[src/verilog/dma2_pkg.sv]
// constants, field layout and state types of the two-channel dma unit
`default_nettype none
package dma2_pkg;
   // ==========================================================
   // register map: channel c at c*0x10, status above them
   localparam logic [7:0] OFS_SRC  = 8'h00;
   localparam logic [7:0] OFS_DST  = 8'h04;
   localparam logic [7:0] OFS_CNT  = 8'h08;
   localparam logic [7:0] OFS_CTL  = 8'h0C;
   localparam logic [7:0] OFS_STAT = 8'h20;
   localparam int         CH_BIT   = 4;
   // ==========================================================
   // control register fields
   localparam int CTL_ARM  = 0;
   localparam int CTL_QUAL = 1;
   localparam int CTL_TC   = 2;
   localparam int CTL_INT  = 3;
   localparam int CTL_WORD = 4;
   localparam int CTL_TMR  = 5;
   localparam int CTL_SYN  = 6;
   localparam int CTL_PRIO = 8;
   localparam int CTL_SSTP = 9;
   localparam int CTL_SIO  = 11;
   localparam int CTL_DSTP = 12;
   localparam int CTL_DIO  = 14;
   localparam int CTL_W    = 15;
   localparam logic [14:0] CTL_RST = 15'h0000;
   // ==========================================================
   // synchronisation and pointer step codes
   localparam logic [1:0] SYN_NONE = 2'h0;
   localparam logic [1:0] SYN_SRC  = 2'h1;
   localparam logic [1:0] SYN_DST  = 2'h2;
   localparam logic [1:0] STP_INC  = 2'h1;
   localparam logic [1:0] STP_DEC  = 2'h2;
   localparam logic [19:0] STEP_BYTE = 20'h0_0001;
   localparam logic [19:0] STEP_WORD = 20'h0_0002;
   localparam logic [15:0] CNT_ONE   = 16'h0001;
   // bus release after a destination-synchronised transfer, clocks
   localparam logic [1:0]  DST_GAP   = 2'h2;
   // ==========================================================
   // state
   typedef enum logic [1:0]
   {
      ST_IDLE  = 2'b00,
      ST_FETCH = 2'b01,
      ST_DEPO  = 2'b10,
      ST_GAP   = 2'b11
   } dma2_state_t;

   typedef struct packed
   {
      dma2_state_t       st;
      logic [1:0]        gap;
      logic              cur;
      logic              last;
      logic [1:0][19:0]  src;
      logic [1:0][19:0]  dst;
      logic [1:0][15:0]  cnt;
      logic [1:0][14:0]  ctl;
      logic [15:0]       hold;
      logic [1:0]        sy1;
      logic [1:0]        sy2;
      logic [1:0]        tmr;
      logic [1:0]        irq;
      logic              aw;
      logic [7:0]        aa;
   } dma2_regs_t;
endpackage
`default_nettype wire

[src/verilog/dma2_unit.sv]
// two-channel dma unit with ahb-lite register slave and system bus master
//
// Operation
// - two channels run on their own and use the shared bus like the cpu
// - status line is high during every dma bus cycle
// - 20-bit flat pointers; step acts on all twenty bits, io too
// - per side memory or io, inc/dec/hold; byte or word size
// - count drops by one after each transfer, byte or word
// - with terminate bit set, count reaching zero clears arm
// - a starting count of zero gives 65536 transfers
// - with terminate bit clear count wraps and synchronised transfers go on
// - pointers and counts need no defined reset value
// - terminal interrupt only with interrupt enable and terminate bit
// - armed channel transfers on each request, at once after arming
// - arm changes only with qualifier in the same write; reads zero
// - unsynchronised mode clears arm at zero count regardless
// - registers stay writable; new pointer used by next transfer
// - on simultaneous requests higher priority bit wins
// - equal priority alternates, starting with channel 1
// - synchronised modes alternate only on same-sample requests
// - fetch into hidden holding register then deposit to destination
// - nothing but reset separates fetch from deposit
// - requests from programming, request pins or timer
// - request pins are synchronised to the clock first
// - peak rates: one transfer per two bus cycles, dst mode slower
// - destination mode releases the bus for two clocks after a transfer
//
// Decided for this implementation: register access over AHB-Lite and the address map.
`timescale 1ns/10ps
`default_nettype none
module dma2_unit
   import dma2_pkg::*;
(
   // clock and reset
   input  wire logic        hclk,
   input  wire logic        hresetn,
   // ahb-lite slave
   input  wire logic        hsel,
   input  wire logic [31:0] haddr,
   input  wire logic [1:0]  htrans,
   input  wire logic        hwrite,
   input  wire logic [2:0]  hsize,
   input  wire logic [31:0] hwdata,
   input  wire logic        hready,
   output logic             hreadyout,
   output logic             hresp,
   output logic [31:0]      hrdata,
   // shared system bus
   output logic             bus_req,
   input  wire logic        bus_gnt,
   output logic             bus_cyc,
   output logic [19:0]      bus_addr,
   output logic             bus_io,
   output logic             bus_write,
   output logic             bus_word,
   output logic [15:0]      bus_wdata,
   input  wire logic [15:0] bus_rdata,
   input  wire logic        bus_done,
   output logic             dma_cycle_status_line,
   // request sources
   input  wire logic        dma_request_pin_ch0,
   input  wire logic        dma_request_pin_ch1,
   input  wire logic        timer_tick,
   // terminal count interrupt
   output logic [1:0]       tc_irq,
   input  wire logic [1:0]  irq_ack
);

   // ==========================================================
   // state
   dma2_regs_t r_ff;
   dma2_regs_t nxt_r;
   logic [1:0] want;
   logic       pick;
   logic       wch;
   logic [1:0] syn_c;
   logic [14:0] ctl_c;

   // pointer step over all twenty bits
   function automatic logic [19:0] f_step
   (
      input logic [19:0] p,
      input logic [1:0]  m,
      input logic        w
   );
      logic [19:0] s;
      s = w ? STEP_WORD : STEP_BYTE;
      if (m == STP_INC)
      begin
         f_step = p + s;
      end
      else if (m == STP_DEC)
      begin
         f_step = p - s;
      end
      else
      begin
         f_step = p;
      end
   endfunction

   // ==========================================================
   // request qualification and arbitration
   always_comb
   begin
      for (int c = 0; c < 2; c++)
      begin
         syn_c = r_ff.ctl[c][CTL_SYN+:2];
         want[c] = r_ff.ctl[c][CTL_ARM] &&
                   ((syn_c == SYN_NONE) ||
                    (((syn_c == SYN_SRC) || (syn_c == SYN_DST)) &&
                     r_ff.sy2[c]) ||
                    (r_ff.ctl[c][CTL_TMR] && r_ff.tmr[c]));
      end
      syn_c = SYN_NONE;
      if (want == 2'b11)
      begin
         if (r_ff.ctl[0][CTL_PRIO] != r_ff.ctl[1][CTL_PRIO])
         begin
            pick = r_ff.ctl[1][CTL_PRIO];
         end
         else
         begin
            pick = ~r_ff.last;
         end
      end
      else
      begin
         pick = want[1];
      end
   end

   // ==========================================================
   // next state
   always_comb
   begin
      nxt_r = r_ff;
      wch   = r_ff.aa[CH_BIT];
      ctl_c = r_ff.ctl[r_ff.cur];
      // two-flop synchroniser on the request pins
      nxt_r.sy1 = {dma_request_pin_ch1, dma_request_pin_ch0};
      nxt_r.sy2 = r_ff.sy1;
      // acknowledge drops the interrupt level
      nxt_r.irq = r_ff.irq & ~irq_ack;
      // address phase capture
      nxt_r.aw = 1'b0;
      if (hsel && htrans[1] && hready)
      begin
         nxt_r.aa = haddr[7:0];
         nxt_r.aw = hwrite;
      end
      // transfer sequencer
      case (r_ff.st)
         ST_IDLE:
         begin
            if ((|want) && bus_gnt)
            begin
               nxt_r.cur  = pick;
               nxt_r.last = pick;
               nxt_r.tmr[pick] = 1'b0;
               nxt_r.st   = ST_FETCH;
            end
         end
         ST_FETCH:
         begin
            if (bus_done)
            begin
               nxt_r.hold = bus_rdata;
               nxt_r.st   = ST_DEPO;
            end
         end
         ST_DEPO:
         begin
            if (bus_done)
            begin
               nxt_r.src[r_ff.cur] = f_step(r_ff.src[r_ff.cur],
                  ctl_c[CTL_SSTP+:2], ctl_c[CTL_WORD]);
               nxt_r.dst[r_ff.cur] = f_step(r_ff.dst[r_ff.cur],
                  ctl_c[CTL_DSTP+:2], ctl_c[CTL_WORD]);
               nxt_r.cnt[r_ff.cur] = r_ff.cnt[r_ff.cur] - CNT_ONE;
               if (r_ff.cnt[r_ff.cur] == CNT_ONE)
               begin
                  if (ctl_c[CTL_TC] || (ctl_c[CTL_SYN+:2] == SYN_NONE))
                  begin
                     nxt_r.ctl[r_ff.cur][CTL_ARM] = 1'b0;
                  end
                  if (ctl_c[CTL_TC] && ctl_c[CTL_INT])
                  begin
                     nxt_r.irq[r_ff.cur] = 1'b1;
                  end
               end
               if (ctl_c[CTL_SYN+:2] == SYN_DST)
               begin
                  nxt_r.gap = DST_GAP;
                  nxt_r.st  = ST_GAP;
               end
               else
               begin
                  nxt_r.st = ST_IDLE;
               end
            end
         end
         ST_GAP:
         begin
            nxt_r.gap = r_ff.gap - 2'h1;
            if (r_ff.gap == 2'h1)
            begin
               nxt_r.st = ST_IDLE;
            end
         end
         default:
         begin
            nxt_r.st = ST_IDLE;
         end
      endcase
      // register writes act after the sequencer
      if (r_ff.aw && (r_ff.aa[7:5] == 3'h0))
      begin
         case ({r_ff.aa[7:5], 1'b0, r_ff.aa[3:0]})
            OFS_SRC:
            begin
               nxt_r.src[wch] = hwdata[19:0];
            end
            OFS_DST:
            begin
               nxt_r.dst[wch] = hwdata[19:0];
            end
            OFS_CNT:
            begin
               nxt_r.cnt[wch] = hwdata[15:0];
            end
            OFS_CTL:
            begin
               // arm keeps the sequencer's result unless qualified
               nxt_r.ctl[wch] = {hwdata[CTL_W-1:CTL_QUAL+1], 1'b0,
                  (hwdata[CTL_QUAL] ? hwdata[CTL_ARM] : nxt_r.ctl[wch][CTL_ARM])};
               if (!hwdata[CTL_TMR])
               begin
                  nxt_r.tmr[wch] = 1'b0;
               end
            end
            default:
            begin
               nxt_r.ctl = nxt_r.ctl;
            end
         endcase
      end
      // timer request latch; a new tick beats a clear
      for (int c = 0; c < 2; c++)
      begin
         if (timer_tick && nxt_r.ctl[c][CTL_TMR])
         begin
            nxt_r.tmr[c] = 1'b1;
         end
      end
   end

   // ==========================================================
   // state register
   always_ff @(posedge hclk or negedge hresetn)
   begin
      if (!hresetn)
      begin
         r_ff <= '0;
      end
      else
      begin
         r_ff <= nxt_r;
      end
   end

   // ==========================================================
   // register read mux, zero-wait okay answers
   always_comb
   begin
      hreadyout = 1'b1;
      hresp     = 1'b0;
      hrdata    = 32'h0000_0000;
      if (r_ff.aa == OFS_STAT)
      begin
         hrdata[1:0] = {r_ff.ctl[1][CTL_ARM], r_ff.ctl[0][CTL_ARM]};
         hrdata[3:2] = r_ff.irq;
         hrdata[5:4] = r_ff.st;
         hrdata[6]   = r_ff.cur;
      end
      else if (r_ff.aa[7:5] == 3'h0)
      begin
         case ({r_ff.aa[7:5], 1'b0, r_ff.aa[3:0]})
            OFS_SRC:
            begin
               hrdata[19:0] = r_ff.src[r_ff.aa[CH_BIT]];
            end
            OFS_DST:
            begin
               hrdata[19:0] = r_ff.dst[r_ff.aa[CH_BIT]];
            end
            OFS_CNT:
            begin
               hrdata[15:0] = r_ff.cnt[r_ff.aa[CH_BIT]];
            end
            OFS_CTL:
            begin
               hrdata[CTL_W-1:0] = r_ff.ctl[r_ff.aa[CH_BIT]];
            end
            default:
            begin
               hrdata = 32'h0000_0000;
            end
         endcase
      end
   end

   // ==========================================================
   // system bus drive; the bus is held from fetch through deposit
   always_comb
   begin
      bus_req   = ((r_ff.st == ST_IDLE) && (|want)) ||
                  (r_ff.st == ST_FETCH) || (r_ff.st == ST_DEPO);
      bus_cyc   = (r_ff.st == ST_FETCH) || (r_ff.st == ST_DEPO);
      bus_write = (r_ff.st == ST_DEPO);
      bus_addr  = bus_write ? r_ff.dst[r_ff.cur] : r_ff.src[r_ff.cur];
      bus_io    = bus_write ? r_ff.ctl[r_ff.cur][CTL_DIO] :
                              r_ff.ctl[r_ff.cur][CTL_SIO];
      bus_word  = r_ff.ctl[r_ff.cur][CTL_WORD];
      bus_wdata = r_ff.hold;
      dma_cycle_status_line = bus_cyc;
      tc_irq    = r_ff.irq;
   end

   // hsize unused: only whole-word access is decoded
endmodule
`default_nettype wire

[config.mk]
export PLATFORM = sky130hd
export DESIGN_NAME = dma2_unit
export DESIGN_NICKNAME = d
export VERILOG_FILES = /design/src/verilog/dma2_pkg.sv /design/src/verilog/dma2_unit.sv
export SDC_FILE = /design/constraint.sdc
export NUM_CORES = 1
export LEC_CHECK = 0
export BUFFER_PORTS_ARGS = -buffer_cell sky130_fd_sc_hd__buf_4
export CORE_UTILIZATION = 49
export CTS_BUF_LIST = sky130_fd_sc_hd__clkbuf_8 sky130_fd_sc_hd__clkbuf_16
export CTS_CLUSTER_SIZE = 14
export DETAILED_ROUTE_END_ITERATION = 7
export MAX_ROUTING_LAYER = met4
export PLACE_DENSITY = 0.81
export SYNTH_ARGS = -nofsm -noshare
export SYNTH_HDL_FRONTEND = slang
export SYNTH_SLANG_ARGS = --single-unit
export TNS_END_PERCENT = 10
[constraint.sdc]
create_clock -name hclk -period 4.14 [get_ports hclk]
set_input_delay 0.414 -clock hclk [delete_from_list [all_inputs] [get_ports hclk]]
set_output_delay 0.414 -clock hclk [all_outputs]
set_load 0.02 [all_outputs]
* Word level (Yosys, flattened, before mapping)
Index checks and enable logic that the tools add are counted.
** Word-level totals
- Flip-flop bits (word level) :: 180
- Input bits :: 97
** Operators by class
- Add/subtract/negate cells :: 6
- Order comparisons :: 6
- Equality and inequality tests :: 25
- Multiplexer cells :: 92
- Bitwise gates (word level) :: 10
- Reduce and logical (&&, ||, !) cells :: 39
** Operators by type and width (number)
- 2-to-1 mux 142 bit :: 3
- 2-to-1 mux 20 bit :: 20
- bitwise mux 40 bit :: 4
- 2-to-1 mux 16 bit :: 6
- 2-to-1 mux 30 bit :: 3
- 2-to-1 mux 40 bit :: 2
- 2-to-1 mux 15 bit :: 5
- bitwise mux 32 bit :: 2
- one-hot mux 15 bit (4 select lines) :: 1
- demux 20 bit (select 1 bit) :: 2
- demux 16 bit (select 1 bit) :: 2
- 2-to-1 mux 32 bit :: 1
- AND 30 bit :: 1
- bitwise mux 30 bit :: 1
- demux 15 bit (select 1 bit) :: 2
- 2-to-1 mux 2 bit :: 15
- inverter 30 bit :: 1
- 2-to-1 mux 25 bit :: 1
- adder 20 x 2 -> 20 bit :: 1
- adder 20 bit :: 1
- subtractor 20 x 2 -> 20 bit :: 1
- subtractor 20 bit :: 1
- logical AND 1 bit :: 17
- equality test 16 x 1 -> 1 bit, second input constant :: 1
- other kinds (34) :: 84

* Longest topological paths before layout
- Word-level depth :: 21
- Mapped depth :: 18
- Gate-level depth less buffers :: 10

* Worst setup path before layout
No wires, ideal clock.
- Kind :: register to register
- Start point :: register r_ff[175] (netlist name)
- End point :: register r_ff[111] in the netlist's numbering
- Setup time :: 76 ps
- Arrival time :: 4318 ps
- Path slack :: -254 ps
- Stages on the path, launching flop included :: 19
- Buffers on the path :: 8
- Clock period less this slack :: 4394 ps
- Cell sequence :: dfrtp_1 > buf_6 > buf_12 > buf_8 > buf_2 > buf_4 > buf_4 > buf_2 > buf_2 > mux2i_1 > ha_1 > inv_1 > fa_1 > or4b_1 > a211o_1 > o32ai_1 > xnor2_1 > nor2_1 > o21ai_1
** RTL lines
- to (signal assigned) :: line dma2_unit.sv:268 : r_ff <= nxt_r;
- to (decl) :: line dma2_unit.sv:71 : dma2_regs_t r_ff;

==> flow_metrics.tcl <==
set metrics [dict create \
    synthCells 1476 \
    cp-startpoint "r_ff[175]" \
    synth_edf_count 0 \
    power.share.clock_pct 17.7 \
    start_kind "flop" \
    p_sw_mw 4.77 \
    cts_sinks 178 \
    core-area_mm2 0.0251 \
    grt_pass1_wl_mm 69.3 \
    rows 58 \
    clk_pin_slew_ns 0.08 \
    die_area_mm2 0.0261 \
    synth_top_flop_cell "dfrtp_1" \
    cts_inserted_buffers 17 \
    grt_pass1_vias 11700 \
    finalHoldViolations 0 \
    antenna_found_initial 0 \
    crit_type "reg -> reg" \
    min_period_ns 3.56 \
    grt_use_total_pct 36.1 \
    io_pins 175 \
    syn_area_mm2 0.0125 \
    cts_root_buf "clkbuf_16" \
    maxSlewHeadroom_pct 28.2 \
    grt_start_max_net_pins 93 \
    gp_congestion 1.02 \
    dp_hpwl_mm 32.2 \
    vias 12300 \
    io_buffers 120 \
    synth_warnings 0 \
    die_w_um 162 \
    p_per_area_mw_per_mm2 709 \
    power_leakage_nw 5.86 \
    gr-total-overflow 0 \
    synth_top_area_share_pct 35.6 \
    clkLatencyLatePin_ns 0.45 \
    synth_cell_types 86 \
    period_share_pct 86.0 \
    area_growth_pct 13.5 \
    synth_common_cells "nand2_1 (193), dfrtp_1 (178), nor2_1 (155)" \
    ant_nets 0 \
    start_util_pct 49.8 \
    power.internal_mw 5.29 \
    cp-end-kind "flop" \
    maxSlewViolCount 0 \
    die_h_um 162 \
    timing.fmax_ghz 0.281 \
    fin_hold_ws_ns 0.0676 \
    drc_errors 0 \
    wl_mm 45.5 \
    antennaDiodeCount 0 \
    cts_tree "built" \
    drive_gt1_share_pct 18.8 \
    status "finished, final reports clean" \
    crit_slowest_cell "or4b_1" \
    h-tree-depth 4 \
    syn_area_per_cell_um2 8.47 \
    maxCapViolCount 0 \
    crit_chain "mux2i_1 -> inv_1 -> fa_1 -> or4b_1 -> a211oi_2 -> o2bb2ai_1 -> xnor2_1 -> nor2_1 -> o21ai_1" \
    hold_buffers 0 \
    drtIter0Drc 1699 \
    seqPwrFrac_pct 32.2 \
    clockBufferDepth 2 \
    yosysMostFrequentCell "nand2_1" \
    ys_async_sr_fraction_pct 100 \
    ys_seq_elements 178 \
    vias_per_cell 6.54 \
    hold_class "in -> async" \
    first_pass_iters 8 \
    cts_resized 0 \
    worstPathMaxFanout 6 \
    fin_nets 1656 \
    worst_pin_slew_ns 1.07 \
    ir_drop_v 0.000353 \
    synth_area_leader_cell "dfrtp_1" \
    wl_per_cell_um 24.2 \
    finClkSkew_ns 0.0149 \
    postCtsSetupRepairBufs 0 \
    grt_setup_unrepaired "no" \
    final_util_pct 56.5 \
    setup_tns_ns 0 \
    switching_share_pct 47.4 \
    n_fill_cell 2260 \
    synth_area_leaders "dfrtp_1 (36%), mux2_2 (5.9%), nand2_1 (5.8%), mux2i_1 (4.9%), nor2_1 (4.7%)" \
    slowest_delay_ns 0.65 \
    rr_startpoint "r_ff[175]" \
    power_frac_comb_pct 50.2 \
    crit_required_ns 4.52 \
    yosysSeqAreaShare_pct 35.6 \
    setup_viol 0 \
    worstPathArrival_ns 3.94 \
]
==> state kept, by name, indices dropped and copies added (netlist names) <==
signal     cells
bus_wdata     16
nxt_r          2
r_ff         158
tc_irq         2
==> power groups by stage <==
stage / combinational [mW] / clock [mW] / sequential (mW)
2_1_floorplan: 3.62 / 0 / 2.81
3_3_place_gp: 4.83 / 0 / 3.17
3_5_place_dp: 4.90 / 0 / 3.19
4_1_cts: 4.93 / 1.77 / 3.16
5_1_grt: 5.39 / 1.85 / 3.26
6_report: 5.05 / 1.78 / 3.24
==> cells by family (layout without fill, tap and decap cells) <==
logic type                 after synthesis  in the layout  synth area share (%)
xor gates and xnor gates                63             63                  4.42
muxes                                  135            135                  12.4
adders and majority gates               23             23                  2.52
DFF                                    178            178                  35.6
and+or+nand+nor                        545            545                  20.5
buffers and inverters                  161            223                  6.34
AOI/OAI and AO/OA                      369            369                  18.2
other                                    2             14                0.0601
==> critical path: cells and delay by family (launching register included) <==
kind / cells / cell delay (ns)
muxes: 1 / 0.50
buffers and inverters: 1 / 0.24
xor gates and xnor gates: 1 / 0.23
AOI/OAI and AO/OA: 3 / 0.76
DFF: 1 / 0.54
adders and majority gates: 1 / 0.49
and+or+nand+nor: 2 / 0.73
==> routing by layer <==
layer	vias up	routed length, um	track usage [%]
li1	5338	-	-
met2	923	19900	52.5
met5	-	0	-
met1	5884	17700	46.9
met4	0	2570	19.4
met3	152	5310	7.74
==> final timing paths <==
kind / end / cells past startpoint / slack, ns
worst min-delay path: r_ff[127] / 1 / 0.07
worst min register to register: r_ff[14] / 0 / 0.35
worst max register to register: r_ff[129] / 9 / 0.58
worst max-delay path: r_ff[129] / 9 / 0.58
min in group hclk: nxt_r[14] / 1 / 0.07
max in group asynchronous: r_ff[46] / 2 / 3.16
==> final cells by class <==
cell class	instances	area [um^2]	area share, %
inverter	30	113	0.794
clock inverter	15	220	1.55
multi-input combinational	1149	7330	51.7
sequential	178	4460	31.4
clock buffer	17	425	3.00
timing repair buffer	161	1220	8.64
tap	330	413	2.91
==> stage by stage <==
step | cells | power, mW | area, um^2 | worst slack, ns
finish | 1880 | 10.1 | 14200 | 0.580
global route | 1880 | 10.5 | 14200 | 0.468
CTS | 1880 | 9.87 | 14200 | 0.650
detailed placement | 1848 | 8.09 | 13500 | 0.676
global placement | 1848 | 8.00 | 13500 | 0.717
floorplan | 1488 | 6.43 | 12600 | 0.0516
==> placed cells by master, fill, tap and decap left out, drive strengths merged, types with 6 or more instances in the layout <==
master  count
conb       14
nand2     195
xor2       31
nand2b     11
a31oi      17
o211ai      7
a22oi      30
dfrtp     178
mux2       65
ha         18
nor2      159
mux4        9
nand4      10
nor3b       9
buf       161
xnor2      32
or3b        6
and3       24
o22ai      15
nand3      38
clkinv      7
a221o       8
clkbuf     17
o21ai     134
nor3       30
a21oi      93
nor2b      13
inv        35
or3        10
mux2i      61
a32oi      10
nand3b     12
Power figures use the tool's default switching activity.
